## config.mk

```make
export PLATFORM = sky130hd
export DESIGN_NAME = fbp_host
export DESIGN_NICKNAME = d
export VERILOG_FILES = /design/src/include/fbp_pkg.sv /design/src/hdl/fbp_bus_cycle.sv /design/src/hdl/fbp_host.sv
export VERILOG_INCLUDE_DIRS = /design/src /design/src/include
export SDC_FILE = /design/constraint.sdc
export NUM_CORES = 1
export LEC_CHECK = 0
export BUFFER_PORTS_ARGS = -buffer_cell sky130_fd_sc_hd__buf_2
export CELL_PAD_IN_SITES_DETAIL_PLACEMENT = 1
export CELL_PAD_IN_SITES_GLOBAL_PLACEMENT = 1
export CORE_AREA = 2 2 214 132
export CTS_CLUSTER_DIAMETER = 60
export DETAILED_ROUTE_END_ITERATION = 16
export DIE_AREA = 0 0 216 134
export PLACE_DENSITY_LB_ADDON = 0.2
export SYNTH_ARGS = -nofsm -noshare
export SYNTH_HDL_FRONTEND = slang
export SYNTH_SLANG_ARGS = --single-unit
```

## constraint.sdc

```tcl
create_clock -name sys_clk_in -period 7.3 [get_ports sys_clk_in]
set_input_delay 0 -clock sys_clk_in [delete_from_list [all_inputs] [get_ports sys_clk_in]]
set_output_delay 0 -clock sys_clk_in [all_outputs]
set_load 0.03 [all_outputs]
```

## src/include/fbp_map.svh

```systemverilog
// register offsets, command codes and timing counts for the protection host
`ifndef FBP_MAP_SVH
`define FBP_MAP_SVH
`define FBP_REG_CTRL 4'h0
`define FBP_REG_ADDR 4'h4
`define FBP_REG_DATA 4'h8
`define FBP_REG_STAT 4'hC
`define FBP_CTRL_GO 0
`define FBP_CTRL_OP_LSB 1
`define FBP_CTRL_OP_MSB 4
`define FBP_CTRL_BYTE 8
`define FBP_CTRL_SET_LSB 12
`define FBP_CTRL_SET_MSB 15
`define FBP_STAT_BUSY 0
`define FBP_STAT_ACTIVE 1
`define FBP_STAT_XMB 2
`define FBP_UL1_X8 24'h000AAA
`define FBP_UL2_X8 24'h000555
`define FBP_UL1_X16 24'h000555
`define FBP_UL2_X16 24'h0002AA
`define FBP_D_AA 8'hAA
`define FBP_D_55 8'h55
`define FBP_D_A0 8'hA0
`define FBP_D_80 8'h80
`define FBP_D_30 8'h30
`define FBP_D_90 8'h90
`define FBP_D_00 8'h00
`define FBP_D_01 8'h01
`define FBP_D_25 8'h25
`define FBP_D_03 8'h03
`define FBP_D_29 8'h29
`define FBP_D_FF 8'hFF
`define FBP_SET_LOCKREG 8'h40
`define FBP_SET_PASSWD 8'h60
`define FBP_SET_NVPB 8'hC0
`define FBP_SET_NVLOCK 8'h50
`define FBP_SET_VOLPB 8'hE0
`define FBP_SET_XMB 8'h88
`define FBP_CLK_MHZ 40
`define FBP_GAP_NS 1000
`define FBP_GAP_CYC ((`FBP_GAP_NS * `FBP_CLK_MHZ + 999) / 1000)
`define FBP_PULSE_CYC 3
`endif

```

## src/include/fbp_pkg.sv

```systemverilog
// types shared by the protection host
package fbp_pkg;
  typedef enum logic [3:0] {
    FBP_OP_ENTER = 4'h0,
    FBP_OP_EXIT = 4'h1,
    FBP_OP_PROG = 4'h2,
    FBP_OP_READ = 4'h3,
    FBP_OP_CLRALL = 4'h4,
    FBP_OP_UNLOCK = 4'h5,
    FBP_OP_XMB_EXIT = 4'h6,
    FBP_OP_WRITE1 = 4'h7
  } fbp_op_e;
  typedef logic [23:0] fbp_addr_t;
  typedef logic [15:0] fbp_data_t;
endpackage

```

## src/hdl/fbp_bus_cycle.sv

```systemverilog
// one asynchronous flash bus cycle, write or read, timed in clocks
`timescale 1ns/10ps
`include "fbp_map.svh"
module fbp_bus_cycle #(
  parameter int PULSE_CYC = `FBP_PULSE_CYC
) (
  // clock and reset
  input wire logic sys_clk_in,
  input wire logic rst_n_in,
  // request
  input wire logic start_in,
  input wire logic write_in,
  input wire fbp_pkg::fbp_addr_t addr_in,
  input wire fbp_pkg::fbp_data_t wdata_in,
  output logic done_out,
  output fbp_pkg::fbp_data_t rdata_out,
  // flash pins
  output fbp_pkg::fbp_addr_t fl_addr_out,
  output logic fl_ce_n_out,
  output logic fl_oe_n_out,
  output logic fl_we_n_out,
  output fbp_pkg::fbp_data_t fl_dq_out,
  output logic fl_dq_oe_out,
  input wire fbp_pkg::fbp_data_t fl_dq_in
);
  import fbp_pkg::*;
  initial begin
    if (PULSE_CYC < 1 || PULSE_CYC > 255) begin
      $error("fbp_bus_cycle: PULSE_CYC out of range");
    end
  end
  typedef enum logic [3:0] {
    FBC_IDLE = 4'b0001,
    FBC_SETUP = 4'b0010,
    FBC_PULSE = 4'b0100,
    FBC_HOLD = 4'b1000
  } fbc_state_e;
  fbc_state_e state_r;
  logic [7:0] cnt_r;
  logic wr_r;
  always_ff @(posedge sys_clk_in) begin
    if (!rst_n_in) begin
      state_r <= FBC_IDLE;
      cnt_r <= 8'h00;
      wr_r <= 1'b0;
    end else begin
      case (state_r)
        FBC_IDLE: begin
          if (start_in) begin
            state_r <= FBC_SETUP;
            wr_r <= write_in;
          end
        end
        FBC_SETUP: begin
          state_r <= FBC_PULSE;
          cnt_r <= 8'(PULSE_CYC);
        end
        FBC_PULSE: begin
          cnt_r <= cnt_r - 8'h01;
          if (cnt_r == 8'h01) begin
            state_r <= FBC_HOLD;
          end
        end
        FBC_HOLD: state_r <= FBC_IDLE;
        default: state_r <= FBC_IDLE;
      endcase
    end
  end
  always_ff @(posedge sys_clk_in) begin
    if (!rst_n_in) begin
      fl_addr_out <= 24'h000000;
      fl_dq_out <= 16'h0000;
      fl_ce_n_out <= 1'b1;
      fl_oe_n_out <= 1'b1;
      fl_we_n_out <= 1'b1;
      fl_dq_oe_out <= 1'b0;
      rdata_out <= 16'h0000;
    end else begin
      if (state_r == FBC_IDLE && start_in) begin
        fl_addr_out <= addr_in;
        fl_dq_out <= wdata_in;
        fl_dq_oe_out <= write_in;
        fl_ce_n_out <= 1'b0;
      end
      if (state_r == FBC_SETUP) begin
        fl_we_n_out <= !wr_r;
        fl_oe_n_out <= wr_r;
      end
      if (state_r == FBC_PULSE && cnt_r == 8'h01) begin
        fl_we_n_out <= 1'b1;
        fl_oe_n_out <= 1'b1;
        if (!wr_r) begin
          rdata_out <= fl_dq_in;
        end
      end
      if (state_r == FBC_HOLD) begin
        fl_ce_n_out <= 1'b1;
        fl_dq_oe_out <= 1'b0;
      end
    end
  end
  assign done_out = (state_r == FBC_HOLD);
endmodule

```

## src/hdl/fbp_host.sv

```systemverilog
// wishbone-driven host sequencer for flash block protection commands
// Function
// - enter a set with three unlock writes, code 40/60/C0/50/E0/88
// - leave a set with any-address writes 90 then 00
// - leave extended block with unlock cycles plus 90, then 00
// - lock, password and status reads are plain bus reads
// - volatile set: A0 then block address with 00 sets, 01 clears
// - password programmed by repeated A0 writes per portion
// - unlock is 00/25, 00/03, portions, 00/29
// - at least 1 us between unlock commands
//
// The implementer's own choices: the register addresses and the Wishbone slave port.
`timescale 1ns/10ps
`include "fbp_map.svh"
module fbp_host #(
  parameter int PULSE_CYC = `FBP_PULSE_CYC,
  parameter int GAP_CYC = `FBP_GAP_CYC,
  parameter logic [63:0] PW_DEFAULT = 64'hFFFFFFFFFFFFFFFF
) (
  // clock and reset
  input wire logic sys_clk_in,
  input wire logic rst_n_in,
  // wishbone slave
  input wire logic wb_cyc_in,
  input wire logic wb_stb_in,
  input wire logic wb_we_in,
  input wire logic [3:0] wb_adr_in,
  input wire logic [3:0] wb_sel_in,
  input wire logic [31:0] wb_dat_in,
  output logic [31:0] wb_dat_out,
  output logic wb_ack_out,
  // flash pins
  output fbp_pkg::fbp_addr_t fl_addr_out,
  output logic fl_ce_n_out,
  output logic fl_oe_n_out,
  output logic fl_we_n_out,
  output logic fl_byte_n_out,
  output fbp_pkg::fbp_data_t fl_dq_out,
  output logic fl_dq_oe_out,
  input wire fbp_pkg::fbp_data_t fl_dq_in
);
  import fbp_pkg::*;
  initial begin
    if (GAP_CYC < 1 || GAP_CYC > 65535) begin
      $error("fbp_host: GAP_CYC out of range");
    end
  end
  typedef enum logic [4:0] {
    FBH_IDLE = 5'b00001,
    FBH_ISSUE = 5'b00010,
    FBH_WAIT = 5'b00100,
    FBH_GAP = 5'b01000,
    FBH_DONE = 5'b10000
  } fbh_state_e;

  // software-visible registers
  logic [15:0] ctrl_r;
  fbp_addr_t addr_r;
  logic [63:0] data_r;
  logic busy_r;
  logic set_active_r;
  logic xmb_r;
  logic [7:0] set_code_r;
  fbp_data_t rd_r;
  // sequencer
  fbh_state_e state_r;
  logic [3:0] step_r;
  logic [3:0] nsteps_r;
  logic [15:0] gap_r;
  logic [15:0] unl_gap_r;
  logic cyc_start;
  logic cyc_done;
  fbp_data_t cyc_rdata;
  fbp_addr_t cur_addr;
  fbp_data_t cur_data;
  logic cur_wr;
  logic byte_mode;
  fbp_op_e op;

  assign byte_mode = ctrl_r[`FBP_CTRL_BYTE];
  assign op = fbp_op_e'(ctrl_r[`FBP_CTRL_OP_MSB:`FBP_CTRL_OP_LSB]);
  assign fl_byte_n_out = !byte_mode;

  // unlock addresses differ between x8 and x16
  function automatic fbp_addr_t unl_addr(input logic first, input logic b8);
    if (b8) begin
      unl_addr = first ? `FBP_UL1_X8 : `FBP_UL2_X8;
    end else begin
      unl_addr = first ? `FBP_UL1_X16 : `FBP_UL2_X16;
    end
  endfunction

  function automatic fbp_data_t pw_part(input logic [63:0] pw,
                                        input logic [3:0] idx,
                                        input logic b8);
    if (b8) begin
      pw_part = {8'h00, pw[8*idx[2:0] +: 8]};
    end else begin
      pw_part = pw[16*idx[1:0] +: 16];
    end
  endfunction

  // step count per operation
  always_comb begin
    case (op)
      FBP_OP_ENTER: nsteps_r = 4'd3;
      FBP_OP_EXIT: nsteps_r = 4'd2;
      FBP_OP_XMB_EXIT: nsteps_r = 4'd4;
      FBP_OP_PROG: nsteps_r = 4'd2;
      FBP_OP_CLRALL: nsteps_r = 4'd2;
      FBP_OP_READ: nsteps_r = 4'd1;
      FBP_OP_WRITE1: nsteps_r = 4'd1;
      FBP_OP_UNLOCK: nsteps_r = byte_mode ? 4'd11 : 4'd7;
      default: nsteps_r = 4'd1;
    endcase
  end

  // address, data and direction of the current step
  always_comb begin
    cur_addr = addr_r;
    cur_data = data_r[15:0];
    cur_wr = 1'b1;
    case (op)
      FBP_OP_ENTER, FBP_OP_XMB_EXIT: begin
        // high data byte is don't-care on the device, drive zero
        if (step_r == 4'd0) begin
          cur_addr = unl_addr(1'b1, byte_mode);
          cur_data = {8'h00, `FBP_D_AA};
        end else if (step_r == 4'd1) begin
          cur_addr = unl_addr(1'b0, byte_mode);
          cur_data = {8'h00, `FBP_D_55};
        end else if (step_r == 4'd2) begin
          cur_addr = unl_addr(1'b1, byte_mode);
          cur_data = (op == FBP_OP_ENTER) ? {8'h00, set_code_r}
                                          : {8'h00, `FBP_D_90};
        end else begin
          cur_data = {8'h00, `FBP_D_00};
        end
      end
      FBP_OP_EXIT: begin
        cur_data = (step_r == 4'd0) ? {8'h00, `FBP_D_90}
                                    : {8'h00, `FBP_D_00};
      end
      FBP_OP_PROG: begin
        // second cycle carries block address, portion index or data
        if (step_r == 4'd0) begin
          cur_data = {8'h00, `FBP_D_A0};
        end
      end
      FBP_OP_CLRALL: begin
        if (step_r == 4'd0) begin
          cur_data = {8'h00, `FBP_D_80};
        end else begin
          cur_addr = 24'h000000;
          cur_data = {8'h00, `FBP_D_30};
        end
      end
      FBP_OP_READ: cur_wr = 1'b0;
      FBP_OP_UNLOCK: begin
        cur_addr = 24'h000000;
        if (step_r == 4'd0) begin
          cur_data = {8'h00, `FBP_D_25};
        end else if (step_r == 4'd1) begin
          cur_data = {8'h00, `FBP_D_03};
        end else if (step_r == nsteps_r - 4'd1) begin
          cur_data = {8'h00, `FBP_D_29};
        end else begin
          // portions at ascending addresses from 00
          cur_addr = {20'h00000, step_r - 4'd2};
          cur_data = pw_part(data_r, step_r - 4'd2, byte_mode);
        end
      end
      default: cur_wr = 1'b1;
    endcase
  end

  assign cyc_start = (state_r == FBH_ISSUE);

  // sequencer
  always_ff @(posedge sys_clk_in) begin
    if (!rst_n_in) begin
      state_r <= FBH_IDLE;
      step_r <= 4'd0;
      gap_r <= 16'h0000;
    end else begin
      case (state_r)
        FBH_IDLE: begin
          step_r <= 4'd0;
          if (busy_r) begin
            // hold back an unlock until the spacing has passed
            state_r <= (op == FBP_OP_UNLOCK && unl_gap_r != 16'h0000)
                       ? FBH_IDLE : FBH_ISSUE;
          end
        end
        FBH_ISSUE: state_r <= FBH_WAIT;
        FBH_WAIT: begin
          if (cyc_done) begin
            if (step_r == nsteps_r - 4'd1) begin
              state_r <= FBH_GAP;
              gap_r <= (op == FBP_OP_UNLOCK) ? 16'(GAP_CYC) : 16'h0000;
            end else begin
              step_r <= step_r + 4'd1;
              state_r <= FBH_ISSUE;
            end
          end
        end
        FBH_GAP: begin
          // unlock takes about 1 us to complete on the device
          if (gap_r == 16'h0000) begin
            state_r <= FBH_DONE;
          end else begin
            gap_r <= gap_r - 16'h0001;
          end
        end
        FBH_DONE: state_r <= FBH_IDLE;
        default: state_r <= FBH_IDLE;
      endcase
    end
  end

  // spacing timer between unlock commands
  always_ff @(posedge sys_clk_in) begin
    if (!rst_n_in) begin
      unl_gap_r <= 16'h0000;
    end else if (state_r == FBH_DONE && op == FBP_OP_UNLOCK) begin
      unl_gap_r <= 16'(GAP_CYC);
    end else if (unl_gap_r != 16'h0000) begin
      unl_gap_r <= unl_gap_r - 16'h0001;
    end
  end

  // mode tracking: reset assumes read mode, main array
  always_ff @(posedge sys_clk_in) begin
    if (!rst_n_in) begin
      set_active_r <= 1'b0;
      xmb_r <= 1'b0;
      rd_r <= 16'h0000;
    end else if (state_r == FBH_DONE) begin
      case (op)
        FBP_OP_ENTER: begin
          // set code chooses the command group
          if (set_code_r == `FBP_SET_XMB) begin
            xmb_r <= 1'b1;
          end else begin
            set_active_r <= 1'b1;
          end
        end
        FBP_OP_EXIT: set_active_r <= 1'b0;
        FBP_OP_XMB_EXIT: xmb_r <= 1'b0;
        FBP_OP_READ: rd_r <= cyc_rdata;
        default: rd_r <= rd_r;
      endcase
    end
  end

  // wishbone registers; answers one cycle after the request
  always_ff @(posedge sys_clk_in) begin
    if (!rst_n_in) begin
      wb_ack_out <= 1'b0;
      wb_dat_out <= 32'h00000000;
      ctrl_r <= 16'h0000;
      addr_r <= 24'h000000;
      data_r <= PW_DEFAULT;
      busy_r <= 1'b0;
      set_code_r <= 8'h00;
    end else begin
      wb_ack_out <= wb_cyc_in && wb_stb_in && !wb_ack_out;
      if (state_r == FBH_DONE) begin
        busy_r <= 1'b0;
      end
      if (wb_cyc_in && wb_stb_in && !wb_ack_out) begin
        wb_dat_out <= 32'h00000000;
        if (wb_we_in) begin
          case (wb_adr_in)
            `FBP_REG_CTRL: begin
              // writes while busy are dropped to keep the sequence intact
              if (!busy_r && wb_sel_in[0] && wb_sel_in[1]) begin
                ctrl_r <= wb_dat_in[15:0];
                busy_r <= wb_dat_in[`FBP_CTRL_GO];
                set_code_r <= wb_dat_in[23:16];
              end
            end
            `FBP_REG_ADDR: if (!busy_r) addr_r <= wb_dat_in[23:0];
            `FBP_REG_DATA: if (!busy_r) data_r[31:0] <= wb_dat_in;
            `FBP_REG_STAT: if (!busy_r) data_r[63:32] <= wb_dat_in;
            default: busy_r <= busy_r;
          endcase
        end else begin
          case (wb_adr_in)
            `FBP_REG_CTRL: wb_dat_out <= {8'h00, set_code_r, ctrl_r};
            `FBP_REG_ADDR: wb_dat_out <= {8'h00, addr_r};
            `FBP_REG_DATA: wb_dat_out <= {16'h0000, rd_r};
            `FBP_REG_STAT: wb_dat_out <= {29'h00000000, xmb_r,
                                          set_active_r, busy_r};
            default: wb_dat_out <= 32'h00000000;
          endcase
        end
      end
    end
  end

  fbp_bus_cycle #(
    .PULSE_CYC(PULSE_CYC)
  ) u_cycle (
    .sys_clk_in(sys_clk_in),
    .rst_n_in(rst_n_in),
    .start_in(cyc_start),
    .write_in(cur_wr),
    .addr_in(cur_addr),
    .wdata_in(cur_data),
    .done_out(cyc_done),
    .rdata_out(cyc_rdata),
    .fl_addr_out(fl_addr_out),
    .fl_ce_n_out(fl_ce_n_out),
    .fl_oe_n_out(fl_oe_n_out),
    .fl_we_n_out(fl_we_n_out),
    .fl_dq_out(fl_dq_out),
    .fl_dq_oe_out(fl_dq_oe_out),
    .fl_dq_in(fl_dq_in)
  );

  a_enter_three: assert property (
    @(posedge sys_clk_in) disable iff (!rst_n_in)
    (state_r == FBH_ISSUE && op == FBP_OP_ENTER) |-> step_r < 4'd3)
    else $error("enter sequence exceeded three cycles");
  a_unlock_len: assert property (
    @(posedge sys_clk_in) disable iff (!rst_n_in)
    (state_r == FBH_ISSUE && op == FBP_OP_UNLOCK)
      |-> step_r < (byte_mode ? 4'd11 : 4'd7))
    else $error("unlock sequence length wrong");
  a_unlock_gap: assert property (
    @(posedge sys_clk_in) disable iff (!rst_n_in)
    (state_r == FBH_IDLE && busy_r && op == FBP_OP_UNLOCK
     && unl_gap_r != 16'h0000) |=> state_r == FBH_IDLE)
    else $error("unlock issued inside spacing");
  a_exit_data: assert property (
    @(posedge sys_clk_in) disable iff (!rst_n_in)
    (cyc_start && op == FBP_OP_EXIT) |-> cur_data[7:0] ==
      ((step_r == 4'd0) ? `FBP_D_90 : `FBP_D_00))
    else $error("exit sequence data wrong");
  a_read_noop: assert property (
    @(posedge sys_clk_in) disable iff (!rst_n_in)
    (cyc_start && op == FBP_OP_READ) |-> !cur_wr)
    else $error("read op issued a write");
  a_xmb_exit_seq: assert property (
    @(posedge sys_clk_in) disable iff (!rst_n_in)
    (cyc_start && op == FBP_OP_XMB_EXIT) |-> cur_data[7:0] ==
      ((step_r == 4'd0) ? `FBP_D_AA : (step_r == 4'd1) ? `FBP_D_55 :
       (step_r == 4'd2) ? `FBP_D_90 : `FBP_D_00))
    else $error("extended block exit data wrong");
endmodule

```

==> impl_metrics.yaml <==
synth:
  ys_top_cells_by_area: "dfxtp_1, nand2_1, mux4_2"
  syn_avg_cell_area_sq_um: 8.29
  ys_async_sr_fraction_pct: 0
  synthCells: 1501
  synth_top_area_cell: "dfxtp_1"
  ys_types: 78
  synth-edff-count: 0
  syn_area_sq_um: 12400
  synth_warnings: 0
  synth-seq-cells: 270
  synth_ff_type: "dfxtp_1"
  synth_top_area_share_pct: 43.5
  yosys-top-cells-count: "nand2_1, dfxtp_1, a21oi_1, nand3_1, nor2_1"
  seq_area_frac_synth_pct: 43.5
  yosysMostFrequentCell: "nand2_1"
cts:
  clkTransAtPathRegs_ns: 0.07
  cts_buffers: 26
  htreeDepth: 1
  clock_path_buffers: 3
  cts_tree: "done"
  clk-insertion-delay-late_ns: 0.57
  cts_num_sinks: 270
  cts_setup_buffers: 0
  root_buffer: "clkbuf_16"
  cts_resized: 0
  cts_hold_buf: 51
timing:
  fin_crit_ns: 3.83
  hold_violations: 0
  tns_ns: 0
  rsz0062_at_grt: "false"
  slew_headroom_pct: 21.1
  fmax_ghz: 0.261
  worstMarginPinSlew_ns: 1.18
  holdWs_ns: 0.0297
  fin_crit_sh_pct: 52.5
  fin_skew_ns: 0.0288
  drv_slew: 0
  setup_violations: 0
  worst_slack_ns: 3.47
route:
  wl_per_cell_um: 22.1
  num_vias: 11800
  via_per_inst: 5.90
  finalWirelength_um: 44200
  drc_errors: 0
  first_iter_violations: 1001
  ant_nets: 0
  firstDrtPassIters: 5
finish:
  num-nets-final: 1685
  syn_to_final_growth_pct: 17.2
  final_cells: 2004
  stdcell_area_sq_um: 14600
  final_util_pct: 53.9
  drive_gt1_share_pct: 15.8
floorplan:
  die-area_sq_um: 28900
  die_w_um: 216
  rows: 47
  fp.dieH_um: 134
  initial_core_util_pct: 46.0
  ioPinCount: 139
  core-area_sq_um: 27100
placed_design:
  place.gp.congestion: 0.923
  dp_hpwl_um: 30100
  dp_slack_ns: 3.63
  placed_area_sq_um: 13200
  dp.cells: 1901
  port_buffers: 128
setup_path:
  cp-end-kind: "flop"
  required_ns: 7.79
  r2r_setup_slack_ns: 3.47
  worstPathArrival_ns: 4.32
  crit_path_start_kind: "flop"
  critPathKind: "reg -> reg"
  crit_fanout: 21
worst_hold_path:
  hold_class: "in -> reg"
power:
  p_leak_nw: 5.69
  power_density_nw_per_um2: 220
  p_total_mw: 3.21
  ir_drop_mv: 0.117
global_routing:
  grt.total_usage_pct: 30.2
  antenna_found_initial: 3
  grt_pass1_vias: 11800
  grt_max_degree: 88
  grt_pass1_wl_um: 68700
  grt.overflow.total: 0
run:
  drv_cap: 0
status:
  outcome: "finished, final reports clean"
## cells in the final DEF, fill, tap and decap left out, drive strengths merged, types with 10 or more instances in the layout
master       instances
a21o                12
a21oi              146
a22oi               24
buf                143
clkbuf              41
dfxtp              270
dlygate4sd3         51
ha                  11
inv                 18
mux2                11
mux2i               23
mux4                35
nand2              370
nand2b              11
nand3               92
nor2                92
nor3                19
nor4                13
o211ai              10
o21ai               54
o31ai               11
or3                 15
or4                 17
xnor2               11
## final timing paths
check / start / to / depth (start not counted)
setup / recovery: ctrl_r[3]$_SDFFE_PN0P_ / u_cycle.fl_dq_out[14]$_SDFFE_PN0P_ / 9
hold / removal: wb_we_in / wb_dat_out[6]$_SDFFE_PN0P_ / 5
setup reg to reg: ctrl_r[3]$_SDFFE_PN0P_ / u_cycle.fl_dq_out[14]$_SDFFE_PN0P_ / 9
hold reg to reg: u_cycle.fl_addr_out[9]$_SDFFE_PN0P_ / u_cycle.fl_addr_out[9]$_SDFFE_PN0P_ / 2
## layout make-up
class                   count  area (sq um)
clock buffers              41           757
well taps                 367           459
repair buffers            194          1260
diodes                      4          10.0
fillers                  3212         12500
inverters                  19          73.8
flip-flops and latches    270          5410
multi-input cells        1102          6510
clock inverters             7          98.8
## flip-flops by register name (all words and copies together), names as in the netlist, 4 cells and up
register / count
u_cycle.fl_addr_out: 24
ctrl_r: 16
u_cycle.rdata_out: 16
unl_gap_r: 16
u_cycle.fl_dq_out: 16
wb_dat_out: 24
addr_r: 24
u_cycle.state_r: 4
set_code_r: 8
step_r: 4
rd_r: 16
state_r: 5
data_r: 64
gap_r: 16
u_cycle.cnt_r: 8
## routing by layer
layer / GRT usage, % / wire length (um) / vias up
met2: 46.4 / 19500 / 397
met5: 0 / 32 / -
met1: 41.7 / 19700 / 5870
met3: 9.61 / 4130 / 64
met4: 6.93 / 843 / 4
li1: - / - / 5498
## where the power goes
| part | switching, mW | leakage (nW) | total, mW | internal, mW |
|---|---|---|---|---|
| Combinational | 0.176 | 3.10 | 0.290 | 0.114 |
| Sequential | 0.0286 | 2.18 | 1.53 | 1.50 |
| Clock | 0.608 | 0.415 | 1.39 | 0.784 |
| Total | 0.813 | 5.69 | 3.21 | 2.40 |
## critical path: stages (launching register included)
cell	delay (ns)
dfxtp_1	0.76
and4bb_2	0.56
nor3_1	0.11
ha_1	0.21
xor2_1	0.26
xnor2_1	0.15
a32oi_1	0.25
o21ai_0	0.30
nor4_2	0.92
a21o_1	0.22
## logic make-up (layout without fill, tap and decap cells)
group	Yosys count	after routing	synth area share [%]
AOI/OAI and AO/OA	313	313	15.3
and+or+nand+nor	683	683	25.0
DFF	270	270	43.5
buffers and inverters	136	261	4.64
other	1	12	0.0302
adders and majority gates	11	11	1.11
xor gates and xnor gates	18	18	1.27
muxes	69	69	9.19
(Power assumes the default switching activity.)
